==> src/bct_pkg.sv <==
// Constants, level codes and carrier types of the chop timing and fault supervisor
package bct_pkg;

    // ==========================================================
    // Clock and timing
    localparam int unsigned CLK_MHZ         = 20;
    localparam int unsigned BLANK_NS        = 860;
    localparam int unsigned OFF_US_LOW      = 7;
    localparam int unsigned OFF_US_HIGH     = 16;
    localparam int unsigned OFF_US_OPEN     = 24;
    localparam int unsigned OFF_US_RGND     = 32;
    localparam int unsigned SLP_MIN_US      = 18;
    localparam int unsigned SLP_MAX_US      = 35;
    localparam int unsigned OC_FILT_US      = 2;
    localparam int unsigned RETRY_US        = 4000;

    // Least times round up, longest times round down
    localparam logic [9:0]  BLANK_CYC       = 10'((BLANK_NS * CLK_MHZ + 999) / 1000);
    localparam logic [9:0]  OFF_CYC_LOW     = 10'(OFF_US_LOW * CLK_MHZ);
    localparam logic [9:0]  OFF_CYC_HIGH    = 10'(OFF_US_HIGH * CLK_MHZ);
    localparam logic [9:0]  OFF_CYC_OPEN    = 10'(OFF_US_OPEN * CLK_MHZ);
    localparam logic [9:0]  OFF_CYC_RGND    = 10'(OFF_US_RGND * CLK_MHZ);
    localparam logic [10:0] SLP_MIN_CYC     = 11'(SLP_MIN_US * CLK_MHZ);
    localparam logic [10:0] SLP_MAX_CYC     = 11'(SLP_MAX_US * CLK_MHZ);
    localparam logic [10:0] SLP_CNT_MAX     = 11'h7FF;
    localparam logic [7:0]  OC_FILT_CYC     = 8'(OC_FILT_US * CLK_MHZ);
    localparam int unsigned RETRY_CYC_DEF   = RETRY_US * CLK_MHZ;

    // ==========================================================
    // Register map (byte addresses)
    localparam logic [11:0] OFS_STATUS      = 12'h000;
    localparam logic [11:0] OFS_IRQ_STATUS  = 12'h004;
    localparam logic [11:0] OFS_IRQ_CLEAR   = 12'h008;
    localparam logic [11:0] OFS_IRQ_ENABLE  = 12'h00C;
    localparam logic [11:0] OFS_CTRL        = 12'h010;

    localparam int unsigned IRQ_W           = 4;
    localparam int unsigned IRQ_SUPPLY      = 0;
    localparam int unsigned IRQ_PUMP        = 1;
    localparam int unsigned IRQ_OVERCUR     = 2;
    localparam int unsigned IRQ_THERMAL     = 3;
    localparam int unsigned CTRL_RUN        = 0;

    localparam logic [IRQ_W-1:0] IRQ_ENABLE_RST = 4'h0;
    localparam logic [31:0]      CTRL_RST       = 32'h0000_0001;

    // ==========================================================
    // Levels seen by the multi-level pin detectors
    typedef enum logic [1:0] {
        LVL_LOW,
        LVL_HIGH,
        LVL_OPEN,
        LVL_RGND
    } bct_level_t;

    typedef struct packed {
        logic [1:0] off_time_select;
        logic [1:0] step_size_sel_a;
        logic [1:0] step_size_sel_b;
        logic [1:0] decay_sel_a;
        logic [1:0] decay_sel_b;
        logic [1:0] enable;
    } bct_pins_t;

    typedef struct packed {
        logic       supply_low;
        logic       pump_low;
        logic       thermal;
        logic [1:0] ilimit;
        logic [1:0] sense_trip;
    } bct_sense_t;

    typedef struct packed {
        logic [10:0] rsvd;
        logic [1:0]  chop_off;
        bct_level_t  enable;
        bct_level_t  decay_b;
        bct_level_t  decay_a;
        bct_level_t  step_b;
        bct_level_t  step_a;
        bct_level_t  off_time;
        logic        fault_line;
        logic        retry_mode;
        logic [1:0]  oc_trip;
        logic        thermal;
        logic        pump_low;
        logic        supply_low;
    } bct_status_t;

endpackage

==> src/bct_supervisor.sv <==
// Chop timing, blanking and fault supervision with an AHB-Lite register slave
//
// What this block does
// - Off-time 7/16/24/32 us from select level
// - Off-time select change applies on the fly
// - Sense comparator ignored for 860 ns blanking
// - Drive phase lasts at least the blanking time
// - Supply low: bridges off, pump off, fault
// - Supply recovered: resume and release fault automatically
// - Pump low: bridges off, fault, pump keeps running
// - Pump recovered: resume and release fault automatically
// - Filtered overcurrent disables only that bridge
// - Enable open latches, enable high retries
// - Latched overcurrent held until sleep pulse
// - Retry resumes after delay and cleared overcurrent
// - Overtemperature: bridges off, fault, auto resume
// - Fault line open-drain, active low, released after reset
// - Decode four-level and three-level configuration inputs
// - Sleep low more than 18 and less than 35 us clears latched faults
// - Enable low holds bridge drivers high-impedance
`timescale 1ns/1ns
`default_nettype none

module bct_supervisor #(
    parameter int unsigned RETRY_CYC = bct_pkg::RETRY_CYC_DEF
) (
    input  wire logic               ref_clk_i,
    input  wire logic               rst_n_i,
    // AHB-Lite slave
    input  wire logic               hsel_i,
    input  wire logic [31:0]        haddr_i,
    input  wire logic [1:0]         htrans_i,
    input  wire logic               hwrite_i,
    input  wire logic [2:0]         hsize_i,
    input  wire logic [31:0]        hwdata_i,
    input  wire logic               hready_i,
    output logic                    hreadyout_o,
    output logic                    hresp_o,
    output logic [31:0]             hrdata_o,
    // Pins and comparators
    input  wire bct_pkg::bct_pins_t  pins_i,
    input  wire bct_pkg::bct_sense_t sense_i,
    input  wire logic               sleep_request_low_i,
    input  wire logic               fault_flag_low_i,
    output logic                    fault_flag_low_o,
    output logic                    fault_flag_low_oe_o,
    output logic [1:0]              bridge_en_o,
    output logic [1:0]              bridge_drive_o,
    output logic                    pump_en_o,
    output logic                    irq_o
);
    import bct_pkg::*;

    // ==========================================================
    // Level decoding
    function automatic bct_level_t decode3(input logic [1:0] code);
        decode3 = (code == 2'h3) ? LVL_OPEN : bct_level_t'(code);
    endfunction

    function automatic bct_level_t decode4(input logic [1:0] code);
        decode4 = bct_level_t'(code);
    endfunction

    bct_level_t  lvl_off_sel;
    bct_level_t  lvl_step_a;
    bct_level_t  lvl_step_b;
    bct_level_t  lvl_decay_a;
    bct_level_t  lvl_decay_b;
    bct_level_t  lvl_enable;
    logic [9:0]  off_cyc;
    logic        retry_mode;
    logic        hold_off;

    assign lvl_off_sel = decode4(pins_i.off_time_select);
    assign lvl_step_b  = decode4(pins_i.step_size_sel_b);
    assign lvl_step_a  = decode3(pins_i.step_size_sel_a);
    assign lvl_decay_a = decode3(pins_i.decay_sel_a);
    assign lvl_decay_b = decode3(pins_i.decay_sel_b);
    assign lvl_enable  = decode3(pins_i.enable);

    assign retry_mode  = (lvl_enable == LVL_HIGH);
    assign hold_off    = (lvl_enable == LVL_LOW);

    // Live select, so a new setting takes effect within the running off phase
    always_comb begin
        unique case (lvl_off_sel)
            LVL_LOW:  off_cyc = OFF_CYC_LOW;
            LVL_HIGH: off_cyc = OFF_CYC_HIGH;
            LVL_OPEN: off_cyc = OFF_CYC_OPEN;
            LVL_RGND: off_cyc = OFF_CYC_RGND;
        endcase
    end

    // ==========================================================
    // Sleep reset pulse measurement
    logic        sleep_q;
    logic [10:0] slp_cnt_q;
    logic        slp_clear;

    always_ff @(posedge ref_clk_i or negedge rst_n_i) begin
        if (!rst_n_i) begin
            sleep_q   <= 1'b1;
            slp_cnt_q <= 11'h000;
        end else begin
            sleep_q <= sleep_request_low_i;
            if (sleep_request_low_i) begin
                slp_cnt_q <= 11'h000;
            end else if (slp_cnt_q != SLP_CNT_MAX) begin
                slp_cnt_q <= slp_cnt_q + 11'h001;
            end
        end
    end

    // Rising edge ends the pulse; its width is the count of low cycles
    assign slp_clear = sleep_request_low_i && !sleep_q
                    && (slp_cnt_q > SLP_MIN_CYC) && (slp_cnt_q < SLP_MAX_CYC);

    // ==========================================================
    // Register state
    logic [IRQ_W-1:0] irq_sts_q;
    logic [IRQ_W-1:0] irq_en_q;
    logic [31:0]      ctrl_q;
    logic             run_en;

    assign run_en = ctrl_q[CTRL_RUN];

    // ==========================================================
    // Overcurrent filter and recovery, one per bridge
    logic [1:0] oc_trip_q;
    logic [1:0] oc_set;
    logic [1:0] chop_off;

    genvar b;
    generate
        for (b = 0; b < 2; b++) begin : g_bridge
            logic [7:0]  filt_q;
            logic [31:0] retry_q;
            logic        oc_clr;

            always_ff @(posedge ref_clk_i or negedge rst_n_i) begin
                if (!rst_n_i) begin
                    filt_q <= 8'h00;
                end else if (!sense_i.ilimit[b]) begin
                    filt_q <= 8'h00;
                end else if (filt_q != OC_FILT_CYC) begin
                    filt_q <= filt_q + 8'h01;
                end
            end

            assign oc_set[b] = sense_i.ilimit[b] && (filt_q >= OC_FILT_CYC - 8'h01);

            always_ff @(posedge ref_clk_i or negedge rst_n_i) begin
                if (!rst_n_i) begin
                    retry_q <= 32'h0000_0000;
                end else if (oc_set[b]) begin
                    retry_q <= 32'h0000_0000;
                end else if (oc_trip_q[b] && retry_q != 32'(RETRY_CYC)) begin
                    retry_q <= retry_q + 32'h0000_0001;
                end
            end

            assign oc_clr = slp_clear
                         || (retry_mode && retry_q == 32'(RETRY_CYC)
                             && !sense_i.ilimit[b]);

            // Set wins over a clear in the same cycle
            always_ff @(posedge ref_clk_i or negedge rst_n_i) begin
                if (!rst_n_i) begin
                    oc_trip_q[b] <= 1'b0;
                end else begin
                    oc_trip_q[b] <= oc_set[b] || (oc_trip_q[b] && !oc_clr);
                end
            end

            // ------------------------------------------------------
            // Chopper: drive with blanking, then fixed off time
            typedef enum logic {CH_DRIVE, CH_OFF} bct_chop_t;
            bct_chop_t   state_q;
            logic [9:0]  timer_q;
            logic        enabled;

            assign enabled = !hold_off && run_en && !sense_i.supply_low
                          && !sense_i.pump_low && !sense_i.thermal
                          && !oc_trip_q[b];

            always_ff @(posedge ref_clk_i or negedge rst_n_i) begin
                if (!rst_n_i) begin
                    state_q <= CH_DRIVE;
                    timer_q <= 10'h000;
                end else if (!enabled) begin
                    state_q <= CH_DRIVE;
                    timer_q <= 10'h000;
                end else begin
                    unique case (state_q)
                        CH_DRIVE: begin
                            if (timer_q >= BLANK_CYC - 10'h001 && sense_i.sense_trip[b]) begin
                                state_q <= CH_OFF;
                                timer_q <= 10'h000;
                            end else if (timer_q < BLANK_CYC) begin
                                timer_q <= timer_q + 10'h001;
                            end
                        end
                        CH_OFF: begin
                            if (timer_q >= off_cyc - 10'h001) begin
                                state_q <= CH_DRIVE;
                                timer_q <= 10'h000;
                            end else begin
                                timer_q <= timer_q + 10'h001;
                            end
                        end
                    endcase
                end
            end

            assign chop_off[b] = (state_q == CH_OFF);

            always_ff @(posedge ref_clk_i or negedge rst_n_i) begin
                if (!rst_n_i) begin
                    bridge_en_o[b]    <= 1'b0;
                    bridge_drive_o[b] <= 1'b0;
                end else begin
                    bridge_en_o[b]    <= enabled;
                    bridge_drive_o[b] <= enabled && (state_q == CH_DRIVE);
                end
            end
        end
    endgenerate

    // ==========================================================
    // Fault line and charge pump
    logic any_fault;

    assign any_fault = sense_i.supply_low || sense_i.pump_low
                    || sense_i.thermal || (|oc_trip_q);

    assign fault_flag_low_o = 1'b0;

    always_ff @(posedge ref_clk_i or negedge rst_n_i) begin
        if (!rst_n_i) begin
            fault_flag_low_oe_o <= 1'b0;
            pump_en_o           <= 1'b0;
        end else begin
            fault_flag_low_oe_o <= any_fault;
            pump_en_o           <= !sense_i.supply_low;
        end
    end

    // ==========================================================
    // Interrupt events: rising edge of each fault source
    logic [IRQ_W-1:0] src_q;
    logic [IRQ_W-1:0] src;
    logic [IRQ_W-1:0] irq_ev;
    logic [IRQ_W-1:0] irq_clr;

    always_comb begin
        src              = '0;
        src[IRQ_SUPPLY]  = sense_i.supply_low;
        src[IRQ_PUMP]    = sense_i.pump_low;
        src[IRQ_OVERCUR] = |oc_trip_q;
        src[IRQ_THERMAL] = sense_i.thermal;
    end

    assign irq_ev = src & ~src_q;

    always_ff @(posedge ref_clk_i or negedge rst_n_i) begin
        if (!rst_n_i) begin
            src_q <= '0;
        end else begin
            src_q <= src;
        end
    end

    // ==========================================================
    // AHB-Lite slave: zero-wait writes, one wait state on reads
    logic        wr_q;
    logic        rd_q;
    logic [11:0] addr_q;
    logic        accept;
    logic [31:0] rd_mux;
    bct_status_t status;

    assign accept      = hsel_i && htrans_i[1] && hready_i;
    assign hreadyout_o = !rd_q;
    assign hresp_o     = 1'b0;

    always_ff @(posedge ref_clk_i or negedge rst_n_i) begin
        if (!rst_n_i) begin
            wr_q   <= 1'b0;
            rd_q   <= 1'b0;
            addr_q <= 12'h000;
        end else begin
            wr_q <= accept && hwrite_i;
            rd_q <= accept && !hwrite_i;
            if (accept) begin
                addr_q <= (haddr_i[31:12] == 20'h00000) ? haddr_i[11:0] : 12'hFFF;
            end
        end
    end

    always_comb begin
        status            = '0;
        status.supply_low = sense_i.supply_low;
        status.pump_low   = sense_i.pump_low;
        status.thermal    = sense_i.thermal;
        status.oc_trip    = oc_trip_q;
        status.retry_mode = retry_mode;
        status.fault_line = fault_flag_low_i;
        status.off_time   = lvl_off_sel;
        status.step_a     = lvl_step_a;
        status.step_b     = lvl_step_b;
        status.decay_a    = lvl_decay_a;
        status.decay_b    = lvl_decay_b;
        status.enable     = lvl_enable;
        status.chop_off   = chop_off;
    end

    always_comb begin
        unique case (addr_q)
            OFS_STATUS:     rd_mux = status;
            OFS_IRQ_STATUS: rd_mux = {{(32-IRQ_W){1'b0}}, irq_sts_q};
            OFS_IRQ_ENABLE: rd_mux = {{(32-IRQ_W){1'b0}}, irq_en_q};
            OFS_CTRL:       rd_mux = ctrl_q;
            default:        rd_mux = 32'h0000_0000;
        endcase
    end

    always_ff @(posedge ref_clk_i or negedge rst_n_i) begin
        if (!rst_n_i) begin
            hrdata_o <= 32'h0000_0000;
        end else if (rd_q) begin
            hrdata_o <= rd_mux;
        end
    end

    assign irq_clr = (wr_q && addr_q == OFS_IRQ_CLEAR) ? hwdata_i[IRQ_W-1:0] : '0;

    always_ff @(posedge ref_clk_i or negedge rst_n_i) begin
        if (!rst_n_i) begin
            irq_en_q <= IRQ_ENABLE_RST;
            ctrl_q   <= CTRL_RST;
        end else if (wr_q) begin
            if (addr_q == OFS_IRQ_ENABLE) begin
                irq_en_q <= hwdata_i[IRQ_W-1:0];
            end
            if (addr_q == OFS_CTRL) begin
                ctrl_q <= {31'h0000_0000, hwdata_i[CTRL_RUN]};
            end
        end
    end

    // Set wins over a clear in the same cycle
    always_ff @(posedge ref_clk_i or negedge rst_n_i) begin
        if (!rst_n_i) begin
            irq_sts_q <= '0;
        end else begin
            irq_sts_q <= (irq_sts_q & ~irq_clr) | irq_ev;
        end
    end

    always_ff @(posedge ref_clk_i or negedge rst_n_i) begin
        if (!rst_n_i) begin
            irq_o <= 1'b0;
        end else begin
            irq_o <= |(((irq_sts_q & ~irq_clr) | irq_ev) & irq_en_q);
        end
    end

endmodule

`default_nettype wire

==> config.mk <==
export PLATFORM = sky130hd
export DESIGN_NAME = bct_supervisor
export DESIGN_NICKNAME = d
export VERILOG_FILES = /design/src/bct_pkg.sv /design/src/bct_supervisor.sv
export SDC_FILE = /design/constraint.sdc
export NUM_CORES = 1
export LEC_CHECK = 0
export ABC_AREA = 1
export BUFFER_PORTS_ARGS = -buffer_cell sky130_fd_sc_hd__buf_2
export CORE_ASPECT_RATIO = 1.2
export CORE_UTILIZATION = 55
export DETAILED_ROUTE_END_ITERATION = 10
export GPL_TIMING_DRIVEN = 0
export PLACE_DENSITY = 0.75
export SYNTH_ARGS = -nofsm -noshare
export SYNTH_HDL_FRONTEND = slang
export SYNTH_SLANG_ARGS = --single-unit
==> constraint.sdc <==
create_clock -name ref_clk_i -period 3.45 [get_ports ref_clk_i]
set_input_delay 0.345 -clock ref_clk_i [delete_from_list [all_inputs] [get_ports ref_clk_i]]
set_output_delay 0.345 -clock ref_clk_i [all_outputs]
set_load 0.02 [all_outputs]
==> results of run 1 <==
-- power breakdown --
part / switching, µW / total (µW) / internal (µW)
clock: 922 / 1890 / 964
sequential: 140 / 2250 / 2110
combinational: 407 / 640 / 234
-- path summary, 6_finish.rpt --
path                                               startpoint                             endpoint  slack (ns)
setup / recovery                               rd_q$_DFF_PN0_                          hreadyout_o        0.85
hold / removal                            sleep_request_low_i                    sleep_q$_DFF_PN1_        0.02
setup reg to reg           g_bridge[0].retry_q[0]$_DFFE_PN0P_  g_bridge[0].retry_q[30]$_DFFE_PN0P_        1.44
hold reg to reg                            src_q[3]$_DFF_PN0_               irq_sts_q[3]$_DFF_PN0_        0.46
max in group asynchronous                             rst_n_i                ctrl_q[0]$_DFFE_PN1P_        2.13
min in group asynchronous                             rst_n_i  g_bridge[0].retry_q[20]$_DFFE_PN0P_        0.50
-- timing repair --
item | in CTS | in global routing
hold endpoints to repair | 67 | 0
setup endpoints to repair | 0 | 0
hold buffers | 1 | 0
-- routing by layer --
metal | GRT usage | part of all wire | wire length (µm) | vias up
li1 | - | - | - | 4887
met1 | 0.364 | 0.45 | 11400 | 4503
met2 | 0.478 | 0.49 | 12600 | 231
met3 | 0.0414 | 0.040 | 1040 | 40
met4 | 0.0839 | 0.020 | 510 | 0
met5 | 0 | 0 | 0 | -
-- per-stage QoR --
stage	total power, µW	hold WS [ns]	setup slack (ns)	instances
6_report	4780	0.0173	0.847	1823
5_1_grt	5000	0.0165	0.740	1823
4_1_cts	4820	0.0100	0.849	1823
3_5_place_dp	2930	0.426	1.01	1790
3_3_place_gp	2910	0.447	-0.686	1789
2_1_floorplan	2690	0.0494	1.56	1446
-- critical path, stage by stage (launching register included) --
cell and delay (ns):
dfrtp_1 0.38, inv_1 0.11, clkbuf_1 0.49, clkbuf_1 0.55
buf_2 0.29
-- cells by family (layout without fill, tap and decap cells) --
| group | Yosys count | count (layout) | share of synthesized area |
|---|---|---|---|
| compound gates | 153 | 153 | 0.0829 |
| xor+xnor | 28 | 28 | 0.0237 |
| fa+ha+maj | 29 | 29 | 0.0350 |
| buf+inv | 237 | 362 | 0.0956 |
| flops | 170 | 170 | 0.411 |
| mux | 1 | 1 | 0.00109 |
| other cells | 1 | 13 | 0.000362 |
| simple gates | 815 | 815 | 0.351 |
-- flip-flops by register name, indices dropped and copies added (netlist names) --
register,cells
sleep_q,1
slp_cnt_q,11
pump_en_o,1
wr_q,1
bridge_drive_o,2
fault_flag_low_oe_o,1
rd_q,1
addr_q,12
oc_trip_q,2
irq_sts_q,4
ctrl_q,1
g_bridge.state_q,2
irq_en_q,4
g_bridge.retry_q,64
irq_o,1
hrdata_o,20
bridge_en_o,2
g_bridge.timer_q,20
g_bridge.filt_q,16
src_q,4
-- layout by cell type, fill, tap and decap left out, types with 3 or more instances in the layout --
cell type and instances:
nor2_1 146, nand3_1 112, buf_4 15, xnor2_1 6, a32o_1 3, nand2_1 392, xor2_1 22, dfrtp_1 168
nand3b_1 6, nor3_1 52, inv_6 5, nor2_4 9, nand2_2 3, clkbuf_16 17, a21oi_1 36, ha_1 29
inv_2 4, nand4_1 69, nor4_1 7, buf_2 106, inv_1 187, clkbuf_1 11, buf_6 3, o21ai_1 8
inv_8 4, nand3_2 3, o21ai_0 85, nor3b_1 4, nor2_2 5, o31ai_1 10, conb_1 13
-- area by class of cell --
cell class                      count  share of cell area
Multi-Input combinational cell   1039               0.437
Clock buffer                       17              0.0360
Sequential cell                   170               0.361
Inverter                          192              0.0613
Timing Repair Buffer               93              0.0426
Buffer                             45              0.0227
Tap cell                          252              0.0267
Clock inverter                     15              0.0127
==> flow_metrics.tcl, run 1 <==
set metrics [dict create \
    status "finished, final reports clean" \
    drive_gt1_frac 0.124 \
    multi_input_area_um2 5160 \
    initial_core_util 0.566 \
    leakagePower_uw 0.00573 \
    ys_top_cells_by_count "nand2_1 (392), inv_1 (187), dfrtp_1 (168)" \
    hold_class "in -> reg" \
    cts_setup_buffers 0 \
    via_count 9661 \
    dpl-instance-area_um2 11200 \
    num_antenna_cells 0 \
    synth_top_area_frac 0.406 \
    relSlewSlack 0.507 \
    cp.arrival_ns 2.26 \
    fmax_ghz 0.384 \
    slew_viol_final 0 \
    drv_cap 0 \
    n_fill_cell 1681 \
    hold_viol 0 \
    synth_most_common_cell "nand2_1" \
    synth_area_leaders "dfrtp_1 (41%), nand2_1 (14%), inv_1 (6.8%)" \
    port_buffers 91 \
    critPathMaxFanout 10 \
    synthCells 1434 \
    drc 0 \
    cts_tree "done" \
    clk_pin_slew_worst_paths_ns 0.07 \
    yosysSeqAreaShare 0.411 \
    finalSetupViolations 0 \
    final.min_clock_period_ns 2.60 \
    area_growth_pct 13.9 \
    netlist_area_um2 10400 \
    routabilityCongestion 0.955 \
    syn_avg_cell_area_um2 7.23 \
    routed_wl_mm 25.6 \
    required_ns 3.11 \
    grt_overflow 0 \
    synth_top_flop_cell "dfrtp_1" \
    fp-row-count 54 \
    avgViaCountPerCell 5.30 \
    synth-seq-cells 170 \
    layout.nets 1682 \
    tns_ns 0 \
    die_area_um2 19400 \
    grtUsageTotal 0.279 \
    fin_util 0.645 \
    vdd_drop_max_mv 0.388 \
    grt_pass1_wl_mm 43.9 \
    fin_worst_skew_ns 0.0114 \
    end_kind "output pin" \
    ctsResizeCount 0 \
    yosysUniqueCellTypes 45 \
    fin_area_um2 11800 \
    rsz0062_at_grt "no" \
    routedWlPerCell_um 14.1 \
    seqCellArea_um2 4260 \
    grt_max_degree 94 \
    post-route-period-util 0.754 \
    grt_pass1_vias 9422 \
    die_w_um 127 \
    p_per_area_nw_per_um2 405 \
    clockBufferDepth 2 \
    cts.sinks 170 \
    cts_buffers 17 \
    drt_iter0_markers 770 \
    clockRootBuffer "clkbuf_16" \
    hold_depth 1 \
    io_pins 137 \
    h-tree-depth 4 \
    clkLatencyLatePin_ns 0.44 \
    die_y_um 152 \
    tightest_slew_ns 0.740 \
    antenna_found_initial 0 \
    core_area_um2 18300 \
    path_class "reg -> out" \
    dpl.hpwl_mm 19.2 \
    async_flop_share 1.00 \
    ant_nets 0 \
    reg2regPathDepth 11 \
    start_kind "flip-flop" \
    synth_edf_count 0 \
    yosysWarningCount 0 \
    synth_top_cell_by_area "dfrtp_1" \
    dr.pass1.iters 5 \
]
No activity file was read; power rests on OpenSTA's default activity.
==> run 2, diff against run 1 <==
==> constraint.sdc (replaced) <==
create_clock -name ref_clk_i -period 2.7 [get_ports ref_clk_i]
set_input_delay 0.27 -clock ref_clk_i [delete_from_list [all_inputs] [get_ports ref_clk_i]]
set_output_delay 0.27 -clock ref_clk_i [all_outputs]
set_load 0.02 [all_outputs]
==> flow_metrics.tcl, run 2 (synthesis gave the netlist of run 1 again) <==
set metrics [dict create \
    status "finished, final reports clean" \
    drc 0 \
    layout_common_cells "nand2_1 (392), inv_1 (187), dfrtp_1 (168)" \
    reg_top3 "g_bridge.retry_q: 64 flops, g_bridge.timer_q: 20 flops, hrdata_o: 20 flops" \
    antenna_found_initial 0 \
    routedWlPerCell_um 14.0 \
    dpl-instance-area_um2 11200 \
    hold_slack_ns 0.0212 \
    path_class "reg -> out" \
    via_count 9693 \
    drt_iter0_markers 746 \
    largest_reg_flops 64 \
    cts_tree "done" \
    swShare 0.307 \
    clkLatencyLatePin_ns 0.44 \
    fp-row-count 54 \
    hold_class "in -> reg" \
    crit_buf_inv 4 \
    area_growth_pct 14.3 \
    start_kind "flip-flop" \
    leakagePower_uw 0.00575 \
    slowest_stage "clkbuf_1" \
    die_area_um2 19400 \
    pwr-share-clk 0.395 \
    required_ns 2.43 \
    top_register "g_bridge.retry_q" \
    p_per_area_nw_per_um2 516 \
    routed_wl_mm 25.6 \
    fin_util 0.647 \
    fin_worst_skew_ns 0.0116 \
    critPathMostFrequentCell "clkbuf_1" \
    dpl.hpwl_mm 19.2 \
    drive_gt1_frac 0.124 \
    clk_pin_slew_worst_paths_ns 0.07 \
    cp_slowest_stage_delay_ns 0.56 \
    power.switching_uw 1880 \
    ant_nets 0 \
    core_area_um2 18300 \
    io_pins 137 \
    grt_pass1_vias 9440 \
    ctsResizeCount 0 \
    grt_pass1_wl_mm 43.9 \
    power_frac_seq 0.471 \
    grt_max_degree 94 \
    critPathMaxFanout 10 \
    slew_viol_final 0 \
    layout.nets 1686 \
    num_antenna_cells 0 \
    post-route-period-util 0.937 \
    die_w_um 127 \
    rsz0062_at_grt "no" \
    die_y_um 152 \
    h-tree-depth 4 \
    clockBufferDepth 2 \
    clockRootBuffer "clkbuf_16" \
    grt_overflow 0 \
    port_buffers 91 \
    final.min_clock_period_ns 2.53 \
    tightest_slew_ns 0.737 \
    finalSetupViolations 0 \
    vdd_drop_max_mv 0.497 \
    hold_viol 0 \
    cts.sinks 170 \
    layout_commonest_cell "nand2_1" \
    avgViaCountPerCell 5.31 \
    fin_area_um2 11800 \
    end_kind "output pin" \
    cts_buffers 17 \
    p_int_uw 4230 \
    comb_power_share 0.135 \
    grtUsageTotal 0.280 \
    relSlewSlack 0.508 \
    fmax_ghz 0.395 \
    n_fill_cell 1675 \
    cp.arrival_ns 2.26 \
    initial_core_util 0.566 \
    routabilityCongestion 0.955 \
    dr.pass1.iters 5 \
    path_cells "inv_1 -> clkbuf_1 -> clkbuf_1 -> buf_2" \
    crit_family "buffers and inverters" \
    drv_cap 0 \
]
## run 2: worst paths after layout
| check | slack, ns | from | cells after the start | endpoint |
|---|---|---|---|---|
| worst max-delay path | 0.17 | rd_q$_DFF_PN0_ | 4 | hreadyout_o |
| worst min-delay path | 0.02 | sense_i[5] | 1 | src_q[1]$_DFF_PN0_ |
| worst max register to register | 0.70 | g_bridge[0].retry_q[0]$_DFFE_PN0P_ | 11 | g_bridge[0].retry_q[30]$_DFFE_PN0P_ |
| worst min register to register | 0.46 | src_q[3]$_DFF_PN0_ | 1 | irq_sts_q[3]$_DFF_PN0_ |
| max in group asynchronous | 1.46 | rst_n_i | 3 | ctrl_q[0]$_DFFE_PN1P_ |
| min in group asynchronous | 0.42 | rst_n_i | 2 | g_bridge[0].retry_q[19]$_DFFE_PN0P_ |
## run 2: layout make-up
type,instances,area (µm²),area share
clock inverters,15,150,0.0127
flip-flops and latches,170,4260,0.359
multi-input cells,1039,5160,0.436
plain buffers,45,268,0.0226
repair buffers,97,543,0.0458
clock buffers,17,425,0.0359
inverters,192,723,0.0611
well taps,252,315,0.0266
## run 2: stage by stage
| step | cells | total power, µW | worst slack (ns) | setup TNS, ns |
|---|---|---|---|---|
| after floorplan | 1446 | 3440 | 0.887 | 0 |
| after global placement | 1789 | 3710 | -1.36 | -227.11 |
| after detailed placement | 1790 | 3740 | 0.338 | 0 |
| after CTS | 1827 | 6160 | 0.174 | 0 |
| after global routing | 1827 | 6400 | 0.0655 | 0 |
| final | 1827 | 6110 | 0.170 | 0 |
## run 2: power groups by stage
stage / sequential (µW) / clock, µW / combinational, µW
after floorplan: 2900 / 0 / 544
after detailed placement: 2920 / 0 / 818
after global routing: 2900 / 2550 / 944
after CTS: 2870 / 2450 / 832
final: 2880 / 2410 / 823
after global placement: 2920 / 0 / 796
## run 2: timing repair
| item | 4_1_cts | 5_1_grt |
|---|---|---|
| hold buffers | 5 | 0 |
| setup buffers | 0 | 0 |
| endpoints found under the hold margin | 95 | 0 |
## run 2: metal layers
metal	share of wire	GRT usage	up-vias	wire length, µm
li1	-	-	4897	-
met1	0.45	0.365	4536	11600
met2	0.49	0.479	219	12600
met3	0.037	0.0414	41	949
met4	0.020	0.0839	0	512
met5	0	0	-	0
